$ cat src/exec_consts.svh
// constants for the flag branch and load/store execution block
// assumes the includer imports nothing; plain text macros only
`ifndef EXEC_CONSTS_SVH
`define EXEC_CONSTS_SVH

`define PC_W            16
`define PC_RESET        16'h0000
`define PTR_X_LO        5'h1a
`define PTR_Y_LO        5'h1c
`define PTR_Z_LO        5'h1e
`define CYC_SHORT       2'h1
`define CYC_LONG        2'h2
`define WORDS_SHORT     16'h0001
`define WORDS_ABSOLUTE  16'h0002
`define REG_RESET       8'h00

`endif

$ cat src/exec_pkg.sv
// types shared by the execution block and its address generator
// assumes exec_consts.svh is included by the modules that need numbers
package exec_pkg;

    // decoded operation classes handled by this block
    typedef enum logic [3:0] {
        OP_NOP                = 4'h0,
        OP_BRANCH_OVF_SET     = 4'h1,
        OP_BRANCH_OVF_CLEAR   = 4'h2,
        OP_BRANCH_IRQ_ON      = 4'h3,
        OP_BRANCH_IRQ_OFF     = 4'h4,
        OP_COPY_REG           = 4'h5,
        OP_COPY_REG_PAIR      = 4'h6,
        OP_LOAD_CONSTANT      = 4'h7,
        OP_LOAD_VIA_POINTER   = 4'h8,
        OP_LOAD_ABSOLUTE      = 4'h9,
        OP_WRITE_VIA_POINTER  = 4'ha
    } op_e;

    // pointer pair select
    typedef enum logic [1:0] {
        PTR_X = 2'h0,
        PTR_Y = 2'h1,
        PTR_Z = 2'h2
    } ptr_e;

    // pointer addressing mode; offset is the load_offset / displacement form
    typedef enum logic [1:0] {
        MODE_PLAIN    = 2'h0,
        MODE_POST_INC = 2'h1,
        MODE_PRE_DEC  = 2'h2,
        MODE_OFFSET   = 2'h3
    } mode_e;

    // sequencer states, gray along idle -> mem -> idle and idle -> branch
    typedef enum logic [1:0] {
        ST_IDLE   = 2'h0,
        ST_MEM    = 2'h1,
        ST_BRANCH = 2'h2
    } state_e;

    // one decoded instruction as handed over by the decoder
    typedef struct packed {
        op_e         op;
        logic [4:0]  rd;
        logic [4:0]  rr;
        ptr_e        ptr;
        mode_e       mode;
        logic [5:0]  disp;
        logic [6:0]  offset;
        logic [15:0] imm;
    } instr_s;

    // data memory request, asynchronous read memory assumed
    typedef struct packed {
        logic [15:0] addr;
        logic [7:0]  wdata;
        logic        re;
        logic        we;
    } dmem_req_s;

endpackage : exec_pkg

$ cat src/ptr_addr_gen.sv
// address generator for pointer, displacement and direct accesses
// assumes the pointer value is read from the register file this cycle
`timescale 1ns/1ps
`include "exec_consts.svh"

module ptr_addr_gen
    import exec_pkg::*;
(
    input  wire logic [15:0] ptr_val,    // current pointer pair value
    input  wire mode_e       mode,       // addressing mode
    input  wire ptr_e        ptr,        // which pair
    input  wire logic [5:0]  disp,       // unsigned displacement
    input  wire logic [15:0] direct,     // absolute address
    input  wire logic        use_direct, // direct access select
    output logic      [15:0] addr,       // address for the access
    output logic      [15:0] ptr_new,    // pointer value after access
    output logic             ptr_we      // pointer must be written back
);

    ////////////////////////////////////////////////////////////////////
    // address and pointer update
    always_comb begin
        addr    = ptr_val;
        ptr_new = ptr_val;
        ptr_we  = 1'b0;
        if (use_direct) begin
            addr = direct;
        end else begin
            case (mode)
                MODE_POST_INC: begin
                    ptr_new = ptr_val + `WORDS_SHORT;
                    ptr_we  = 1'b1;
                end
                MODE_PRE_DEC: begin
                    ptr_new = ptr_val - `WORDS_SHORT;
                    addr    = ptr_new;
                    ptr_we  = 1'b1;
                end
                MODE_OFFSET: begin
                    if (ptr != PTR_X) begin
                        addr = ptr_val + {10'h000, disp};
                    end
                end
                default: begin
                    addr = ptr_val; // plain form, pointer untouched
                end
            endcase
        end
    end

endmodule : ptr_addr_gen

$ cat src/flag_branch_ldst_exec.sv
// execution unit for flag branches and data transfers, with its own
// 32 x 8 register file and program counter
// assumes an asynchronous-read data memory and flags from the same clock
`timescale 1ns/1ps
`include "exec_consts.svh"

module flag_branch_ldst_exec
    import exec_pkg::*;
(
    input  wire logic              SYS_CLK,     // core clock, 25 MHz
    input  wire logic              RST,         // async reset, active high
    input  wire logic              INSTR_VALID, // decoded instruction offered
    input  wire instr_s            INSTR,       // decoded instruction
    output logic                   INSTR_READY, // block can take one now
    input  wire logic              FLAG_OVF,    // overflow flag, core domain
    input  wire logic              FLAG_IRQ_EN, // global interrupt enable
    output dmem_req_s              DMEM_REQ,    // data memory request
    input  wire logic [7:0]        DMEM_RDATA,  // read data, same cycle
    output logic [`PC_W-1:0]       PC_OUT,      // program counter
    output logic                   RETIRE,      // instruction completes
    output logic                   FLAGS_WE,    // status flag write strobe
    input  wire logic [4:0]        DBG_ADDR,    // register file peek index
    output logic [7:0]             DBG_DATA     // register file peek data
);

    ////////////////////////////////////////////////////////////////////
    // state
    state_e           state_reg, state_next;     // sequencer
    logic [15:0]      pc_reg, pc_next;           // program counter
    logic [7:0]       regs_reg [32];             // register file
    logic [7:0]       regs_next [32];            // its next contents
    dmem_req_s        mem_reg, mem_next;         // registered memory request
    logic [4:0]       dst_reg, dst_next;         // load destination
    logic             accept;                    // instruction taken
    logic             br_cond;                   // branch condition true
    logic [15:0]      br_target;                 // taken target
    logic [4:0]       ptr_lo;                    // low index of pointer pair
    logic [15:0]      ptr_val;                   // pointer pair value
    logic [15:0]      acc_addr;                  // access address
    logic [15:0]      ptr_new;                   // updated pointer
    logic             ptr_we;                    // pointer write back
    logic             is_mem;                    // two-cycle memory op

    // ready only in idle; the second cycle of a long op blocks the decoder
    assign INSTR_READY = (state_reg == ST_IDLE);
    assign accept      = INSTR_READY && INSTR_VALID;
    assign RETIRE      = (accept && !is_mem && !br_cond)
                       || (state_reg != ST_IDLE);
    assign FLAGS_WE    = 1'b0;
    assign PC_OUT      = pc_reg;
    assign DMEM_REQ    = mem_reg;
    assign DBG_DATA    = regs_reg[DBG_ADDR];

    ////////////////////////////////////////////////////////////////////
    // branch condition and target
    always_comb begin
        case (INSTR.op)
            OP_BRANCH_OVF_SET:   br_cond = FLAG_OVF;
            OP_BRANCH_OVF_CLEAR: br_cond = !FLAG_OVF;
            OP_BRANCH_IRQ_ON:    br_cond = FLAG_IRQ_EN;
            OP_BRANCH_IRQ_OFF:   br_cond = !FLAG_IRQ_EN;
            default:             br_cond = 1'b0;
        endcase
        // sign-extended offset plus one word
        br_target = pc_reg + {{9{INSTR.offset[6]}}, INSTR.offset} + `WORDS_SHORT;
    end

    ////////////////////////////////////////////////////////////////////
    // pointer selection; value 3 of the select falls to the third pair
    always_comb begin
        case (INSTR.ptr)
            PTR_X:   ptr_lo = `PTR_X_LO;
            PTR_Y:   ptr_lo = `PTR_Y_LO;
            default: ptr_lo = `PTR_Z_LO;
        endcase
        ptr_val = {regs_reg[ptr_lo + 5'h01], regs_reg[ptr_lo]};
        is_mem  = (INSTR.op == OP_LOAD_VIA_POINTER)
               || (INSTR.op == OP_LOAD_ABSOLUTE)
               || (INSTR.op == OP_WRITE_VIA_POINTER);
    end

    ptr_addr_gen u_addr (
        .ptr_val    (ptr_val),
        .mode       (INSTR.mode),
        .ptr        (INSTR.ptr),
        .disp       (INSTR.disp),
        .direct     (INSTR.imm),
        .use_direct (INSTR.op == OP_LOAD_ABSOLUTE),
        .addr       (acc_addr),
        .ptr_new    (ptr_new),
        .ptr_we     (ptr_we)
    );

    ////////////////////////////////////////////////////////////////////
    // next state, pc, memory request and register file
    always_comb begin
        state_next = state_reg;
        pc_next    = pc_reg;
        mem_next   = '0;
        dst_next   = dst_reg;
        for (int i = 0; i < 32; i++) begin
            regs_next[i] = regs_reg[i];
        end
        case (state_reg)
            ST_IDLE: begin
                if (accept) begin
                    pc_next = pc_reg + `WORDS_SHORT;
                    case (INSTR.op)
                        OP_BRANCH_OVF_SET, OP_BRANCH_OVF_CLEAR,
                        OP_BRANCH_IRQ_ON, OP_BRANCH_IRQ_OFF: begin
                            // a taken branch spends a second cycle
                            if (br_cond) begin
                                pc_next    = br_target;
                                state_next = ST_BRANCH;
                            end
                        end
                        OP_COPY_REG: begin
                            regs_next[INSTR.rd] = regs_reg[INSTR.rr];
                        end
                        OP_COPY_REG_PAIR: begin
                            regs_next[{INSTR.rd[4:1], 1'b0}] =
                                regs_reg[{INSTR.rr[4:1], 1'b0}];
                            regs_next[{INSTR.rd[4:1], 1'b1}] =
                                regs_reg[{INSTR.rr[4:1], 1'b1}];
                        end
                        OP_LOAD_CONSTANT: begin
                            regs_next[INSTR.rd] = INSTR.imm[7:0];
                        end
                        OP_LOAD_ABSOLUTE: begin
                            pc_next       = pc_reg + `WORDS_ABSOLUTE;
                            mem_next.addr = acc_addr;
                            mem_next.re   = 1'b1;
                            dst_next      = INSTR.rd;
                            state_next    = ST_MEM;
                        end
                        OP_LOAD_VIA_POINTER: begin
                            mem_next.addr = acc_addr;
                            mem_next.re   = 1'b1;
                            dst_next      = INSTR.rd;
                            state_next    = ST_MEM;
                            if (ptr_we) begin
                                regs_next[ptr_lo]         = ptr_new[7:0];
                                regs_next[ptr_lo + 5'h01] = ptr_new[15:8];
                            end
                        end
                        OP_WRITE_VIA_POINTER: begin
                            mem_next.addr  = acc_addr;
                            mem_next.wdata = regs_reg[INSTR.rr];
                            mem_next.we    = 1'b1;
                            state_next     = ST_MEM;
                            if (ptr_we) begin
                                regs_next[ptr_lo]         = ptr_new[7:0];
                                regs_next[ptr_lo + 5'h01] = ptr_new[15:8];
                            end
                        end
                        default: begin
                            pc_next = pc_reg + `WORDS_SHORT; // no-op
                        end
                    endcase
                end
            end
            // second cycle of a load: capture the returned byte
            ST_MEM: begin
                if (mem_reg.re) begin
                    regs_next[dst_reg] = DMEM_RDATA;
                end
                state_next = ST_IDLE;
            end
            // second cycle of a taken branch: pipeline refill
            ST_BRANCH: begin
                state_next = ST_IDLE;
            end
            default: begin
                state_next = ST_IDLE;
            end
        endcase
    end

    ////////////////////////////////////////////////////////////////////
    // registers; a pointer bump lands at the accept edge, but the access
    // address was already formed from the old value (the decremented one for pre-decrement), so order is kept
    always_ff @(posedge SYS_CLK or posedge RST) begin
        if (RST) begin
            state_reg <= ST_IDLE;
            pc_reg    <= `PC_RESET;
            mem_reg   <= '0;
            dst_reg   <= 5'h00;
            for (int i = 0; i < 32; i++) begin
                regs_reg[i] <= `REG_RESET;
            end
        end else begin
            state_reg <= state_next;
            pc_reg    <= pc_next;
            mem_reg   <= mem_next;
            dst_reg   <= dst_next;
            for (int i = 0; i < 32; i++) begin
                regs_reg[i] <= regs_next[i];
            end
        end
    end
endmodule : flag_branch_ldst_exec

$ cat config.mk
export PLATFORM = sky130hd
export DESIGN_NAME = flag_branch_ldst_exec
export DESIGN_NICKNAME = d
export VERILOG_FILES = /design/src/exec_pkg.sv /design/src/ptr_addr_gen.sv /design/src/flag_branch_ldst_exec.sv
export VERILOG_INCLUDE_DIRS = /design/src
export SDC_FILE = /design/constraint.sdc
export NUM_CORES = 2
export LEC_CHECK = 0
export BUFFER_PORTS_ARGS = -buffer_cell sky130_fd_sc_hd__buf_2
export CORE_MARGIN = 3
export CORE_UTILIZATION = 45
export DETAILED_ROUTE_END_ITERATION = 6
export HOLD_SLACK_MARGIN = 0.05
export SYNTH_ARGS = -nofsm -noshare
export SYNTH_HDL_FRONTEND = slang
export SYNTH_SLANG_ARGS = --single-unit
$ cat constraint.sdc
create_clock -name SYS_CLK -period 24.3 [get_ports SYS_CLK]
set_input_delay 4.86 -clock SYS_CLK [delete_from_list [all_inputs] [get_ports SYS_CLK]]
set_output_delay 4.86 -clock SYS_CLK [all_outputs]
set_load 0.05 [all_outputs]
* After elaboration in Yosys (flattened, before gate mapping)
Cells that the tools add are included.
** Word-level totals
- Bits in registers :: 305
- Bits of input ports :: 65
- Output and inout bits :: 53
- Logic and storage cells :: 187
** Operators by class
- $add $sub $neg :: 8
- $lt $le $gt $ge :: 16
- Eq/ne operators :: 21
- Mux-type cells :: 63
- Bitwise logic cells :: 10
- Reductions and logical operators :: 30
** Operators by type and width (number)
- $bwmux W256 :: 7
- $pmux W256 S4 :: 1
- $mux W256 :: 3
- $pmux W256 S2 :: 1
- $bmux W8 S5 :: 6
- $demux W8 S5 :: 6
- $mux W8 :: 19
- $pmux W16 S2 :: 3
- $mux W16 :: 5
- $ge A6 B6 Y1 const B :: 10
- $not A5 Y6 :: 10
- $mux W26 :: 2
- $add A16 B1 Y16 const B :: 3
- $lt A6 B1 Y1 const B :: 6
- $add A16 B16 Y16 :: 1
- $add A16 B2 Y16 const B :: 1
- $add A16 B6 Y16 :: 1
- $eq A4 B3 Y1 const B :: 4
- $sub A16 B1 Y16 const B :: 1
- $eq A4 B4 Y1 const B :: 3
- $logic_and A1 B1 Y1 :: 9
- $eq A4 B2 Y1 const B :: 2
- $eq A2 B1 Y1 const B :: 3
- $mux W2 :: 3
- 22 further kinds :: 38

* Longest topological paths before layout
- Word-level depth :: 16
- Depth in mapped cells :: 15

* Hierarchy
From an unflattened synthesis, not the netlist that was laid out.
** Second synthesis, totals
- Cells, all modules :: 3380
- Area, all modules :: 29768.6 sq um
** Modules (own cells, without submodules)
- flag_branch_ldst_exec :: times used 1, cells an instance 3077, area an instance 27861.7 sq um, seq. area each 7632.3 sq um
- ptr_addr_gen :: times used 1, cells an instance 303, area an instance 1906.8 sq um, seq. area each 0.0 sq um

* Least setup slack after synthesis
Ideal clock, no wire load.
- Path kind :: input to output
- From :: input port DBG_ADDR[0]
- To :: output port DBG_DATA[0]
- Data arrival time :: 7.184 ns
- Setup slack :: 12.256 ns
- Cell stages on the path :: 5
- Cell sequence :: clkbuf_1 buf_1 mux4_2 mux4_2 mux2_2
** On the way
- Word-level cells in the longest chain between the ends :: 4
** RTL lines
- start: declaration :: RTL line flag_branch_ldst_exec.sv:22 : input wire logic [4:0] DBG_ADDR,
- $not A5 Y6 (not written as such) :: RTL line flag_branch_ldst_exec.sv:52 : assign DBG_DATA = regs_reg[DBG_ADDR];
- $bmux W8 S5 :: RTL line flag_branch_ldst_exec.sv:52
- $mux W8 (not written as such) (2 in a row) :: RTL line flag_branch_ldst_exec.sv:52
- end: declaration :: RTL line flag_branch_ldst_exec.sv:23 : output logic [7:0] DBG_DATA
No other way between the ends. The select of a mux whose other input is x is not followed.

* Worst setup path in the final report
- From :: input port DBG_ADDR[0]
- To :: output port DBG_DATA[3]
Same word-level chain as after synthesis.

==> key figures <==
Timing
  • Slew margin rel.: 0.151
  • Actual slew at the worst max-slew pin: 1.27 ns
  • WHS: roughly 0.56 ns
  • Final setup violation count: 0
  • Minimum clock period: 12.55 ns
  • Highest clock rate: about 80 MHz
  • Clk_skew: 0.0329 ns
  • RSZ-0062 raised after global routing: no
  • Slew Limit Fails: 0
  • Final worst-path cycle share: 0.516
  • Setup TNS: 0 ns
  • Hold Vio Cnt, Final: 0
  • Setup slack after layout: between 10 and 15 ns

Global routing
  • First-pass GRT wire length: 228000 µm
  • GR Overflow Total: 0
  • Largest net degree at the start of global routing: 121
  • Gr usage total: 0.469
  • Vias in the first global route: 30444
  • Antenna violations before repair: 14

Synth
  • Largest cells by area after synthesis: dfrtp_1, mux4_2, a221oi_1
  • Mapped Area: 0.0289 mm²
  • Post-synth ARST share: 1.00
  • Syn nets: 3328
  • Mapped Avg Cell Area: ~8.9 µm²
  • Most instantiated cells after synthesis: nand2_1, dfrtp_1, nor2_1
  • Largest area contributor in the netlist: dfrtp_1
  • Register area share after synthesis: 0.264
  • Post-synth EDFFs: 0
  • Synth top area share: 0.264
  • Gate Count Post-Synth: roughly 3200
  • Yosys warnings: 0
  • Cell variety after synth: between 80 and 90
  • Number of synthesized register bits: 305
  • Synth Flop Type: dfrtp_1
  • Most frequent cell after synthesis: nand2_1

Power
  • P_leak: 0.0121 µW
  • P per Cell Area: 82.1 mW/mm²
  • Peak supply drop: 67.7 µV

Critical path
  • Crit path required time: 19.44 ns
  • CP endpoint kind: primary output
  • Worst reg2reg endpoint: regs_reg[14]
  • WS Path Type: input pin to primary output
  • Crit-path max FO: 33
  • R2R Setup Slk: 20.09 ns
  • Worst Setup EP: DBG_DATA[3]
  • Setup crit start kind: input pin
  • Critical path origin: DBG_ADDR[0]
  • Worst-case reg-to-reg path depth: 10
  • FF-to-FF Start: state_reg[0]
  • WP data arrival: 7.69 ns

Clocking
  • Clock tree buffer depth: 3
  • Hold Buf Count CTS: 0
  • CTS tree: yes
  • Reg clk slew, reported paths: 0.06 ns
  • Clk Latency, worst-skew pair: 0.60 ns
  • Post-CTS sizing: 0
  • Htree depth: 2
  • Root Buffer: clkbuf_16
  • Clk sink count: 305
  • Cts bufs inserted: 40
  • Post-CTS setup buffer count: 0

Placed design
  • Place WS: about 12 ns
  • GP Congestion: 1.06
  • PortBufs: 116
  • Placed cell area: 0.0303 mm²
  • DP HPWL: 108000 µm

Cells and area
  • Area Overhead vs Synth: 9.62%
  • Share of cells above drive strength 1: 0.188
  • Layout net count: around 3300
  • FILL cells: 5946
  • Post-Layout Inst Area: 0.0317 mm²
  • Largest register FFs: 256

Run status
  • Failing checks: design-rule violations
  • Outcome: finished with violations

Drt
  • Routed WL: roughly 160000 µm
  • 1st-iter DRT viols: 5881
  • Via count: 32898
  • Drt wl/cell: 39.7 µm
  • Via density per instance: 8.10
  • Drt drc: 16
  • DRT Pass-1 Iters: 7
  • Antenna-violating nets left: 0

Floorplanning
  • Die Area: just under 0.07 mm²
  • Initial Util: 0.457
  • Io pins: 118
  • Die Ht: between 200 and 300 µm
  • Die W: 260 µm
  • Core Rows: 92
  • Total core area: about 0.063 mm²

Min path
  • HP Class: register to register

Run
  • Max cap viols: 0
-- kinds of logic after synthesis --
logic type | synth area share
AO/OA/AOI/OAI | 0.319
AND/OR/NAND/NOR | 0.143
buffers and inverters | 0.0533
flip-flops | 0.264
multiplexers | 0.198
XOR/XNOR | 0.00908
adder cells (fa/ha/maj) | 0.0128
other | 0.000130
-- through the flow --
stage / instances / util / power (µW)
after global routing: 4046 / 0.500 / 2660
after global placement: 3972 / 0.478 / 1870
final: 4060 / 0.501 / 2600
after floorplan: 3234 / - / 1420
after detailed placement: 3972 / 0.478 / 1890
after CTS: 4044 / 0.500 / 2530
-- how the worst min path moves through the flow --
| stage | cells past startpoint | slack [ns] | startpoint | to |
|---|---|---|---|---|
| after global routing | 2 | 0.60 | dst_reg[0] | dst_reg[0] |
| after CTS | 2 | 0.55 | dst_reg[0] | dst_reg[0] |
| after global placement | 2 | 0.51 | dst_reg[0] | dst_reg[0] |
| after floorplan | 2 | 0.50 | regs_reg[201] | regs_reg[201] |
| final | 2 | 0.56 | dst_reg[0] | dst_reg[0] |
| after detailed placement | 2 | 0.54 | dst_reg[0] | dst_reg[0] |
-- cells in the final DEF (no fill, tap or decap), types with 19 or more instances in the layout --
cell / synthesis / routed
nand2_1: 434 / 432
dfrtp_1: 305 / 305
nor2_1: 290 / 276
a221oi_1: 258 / 258
o21ai_0: 223 / 223
mux4_2: 218 / 218
a21oi_1: 142 / 139
buf_2: 52 / 112
buf_4: 8 / 101
a221o_1: 93 / 93
o221ai_1: 92 / 92
o31ai_1: 90 / 90
a22o_1: 77 / 77
nand3_1: 65 / 65
mux2i_1: 55 / 55
nor3_1: 51 / 51
inv_1: 51 / 50
clkbuf_16: 0 / 42
ha_1: 28 / 28
a211oi_1: 26 / 25
a2bb2oi_1: 24 / 24
mux2_2: 23 / 23
o22a_1: 23 / 23
xnor2_1: 22 / 22
nand2b_1: 22 / 21
o21a_1: 23 / 21
o22ai_1: 19 / 19
-- power by group --
part           total [µW]  switching, µW  internal (µW)  leakage, µW
combinational        1100            704            395      0.00736
sequential            859            255            604      0.00407
clock                 645            267            378     0.000696
-- metal layers --
layer  wire (µm)  vias up  share of wire  GRT usage
li1            -    12871              -          -
met1       57500    16050           0.36      0.590
met2       66500     3101           0.41      0.667
met3       24200      860           0.15      0.188
met4       12900       16          0.080      0.296
met5         105        -        0.00065    0.00219
-- layout make-up --
class / count / area, µm² / area share
Multi-Input combinational cell: 2552 / 20100 / 0.632
Sequential cell: 305 / 7630 / 0.241
Timing Repair Buffer: 214 / 1330 / 0.0419
Clock buffer: 53 / 1190 / 0.0376
Tap cell: 846 / 1060 / 0.0334
Inverter: 55 / 214 / 0.00675
Clock inverter: 19 / 195 / 0.00615
Antenna cell: 16 / 40.0 / 0.00126
-- critical path, cell delays in order --
cell	delay (ns)
buf_4	0.50
buf_4	0.62
mux4_2	0.58
mux4_2	0.53
mux2_2	0.34
buf_2	0.23
(Power assumes the default switching activity.)
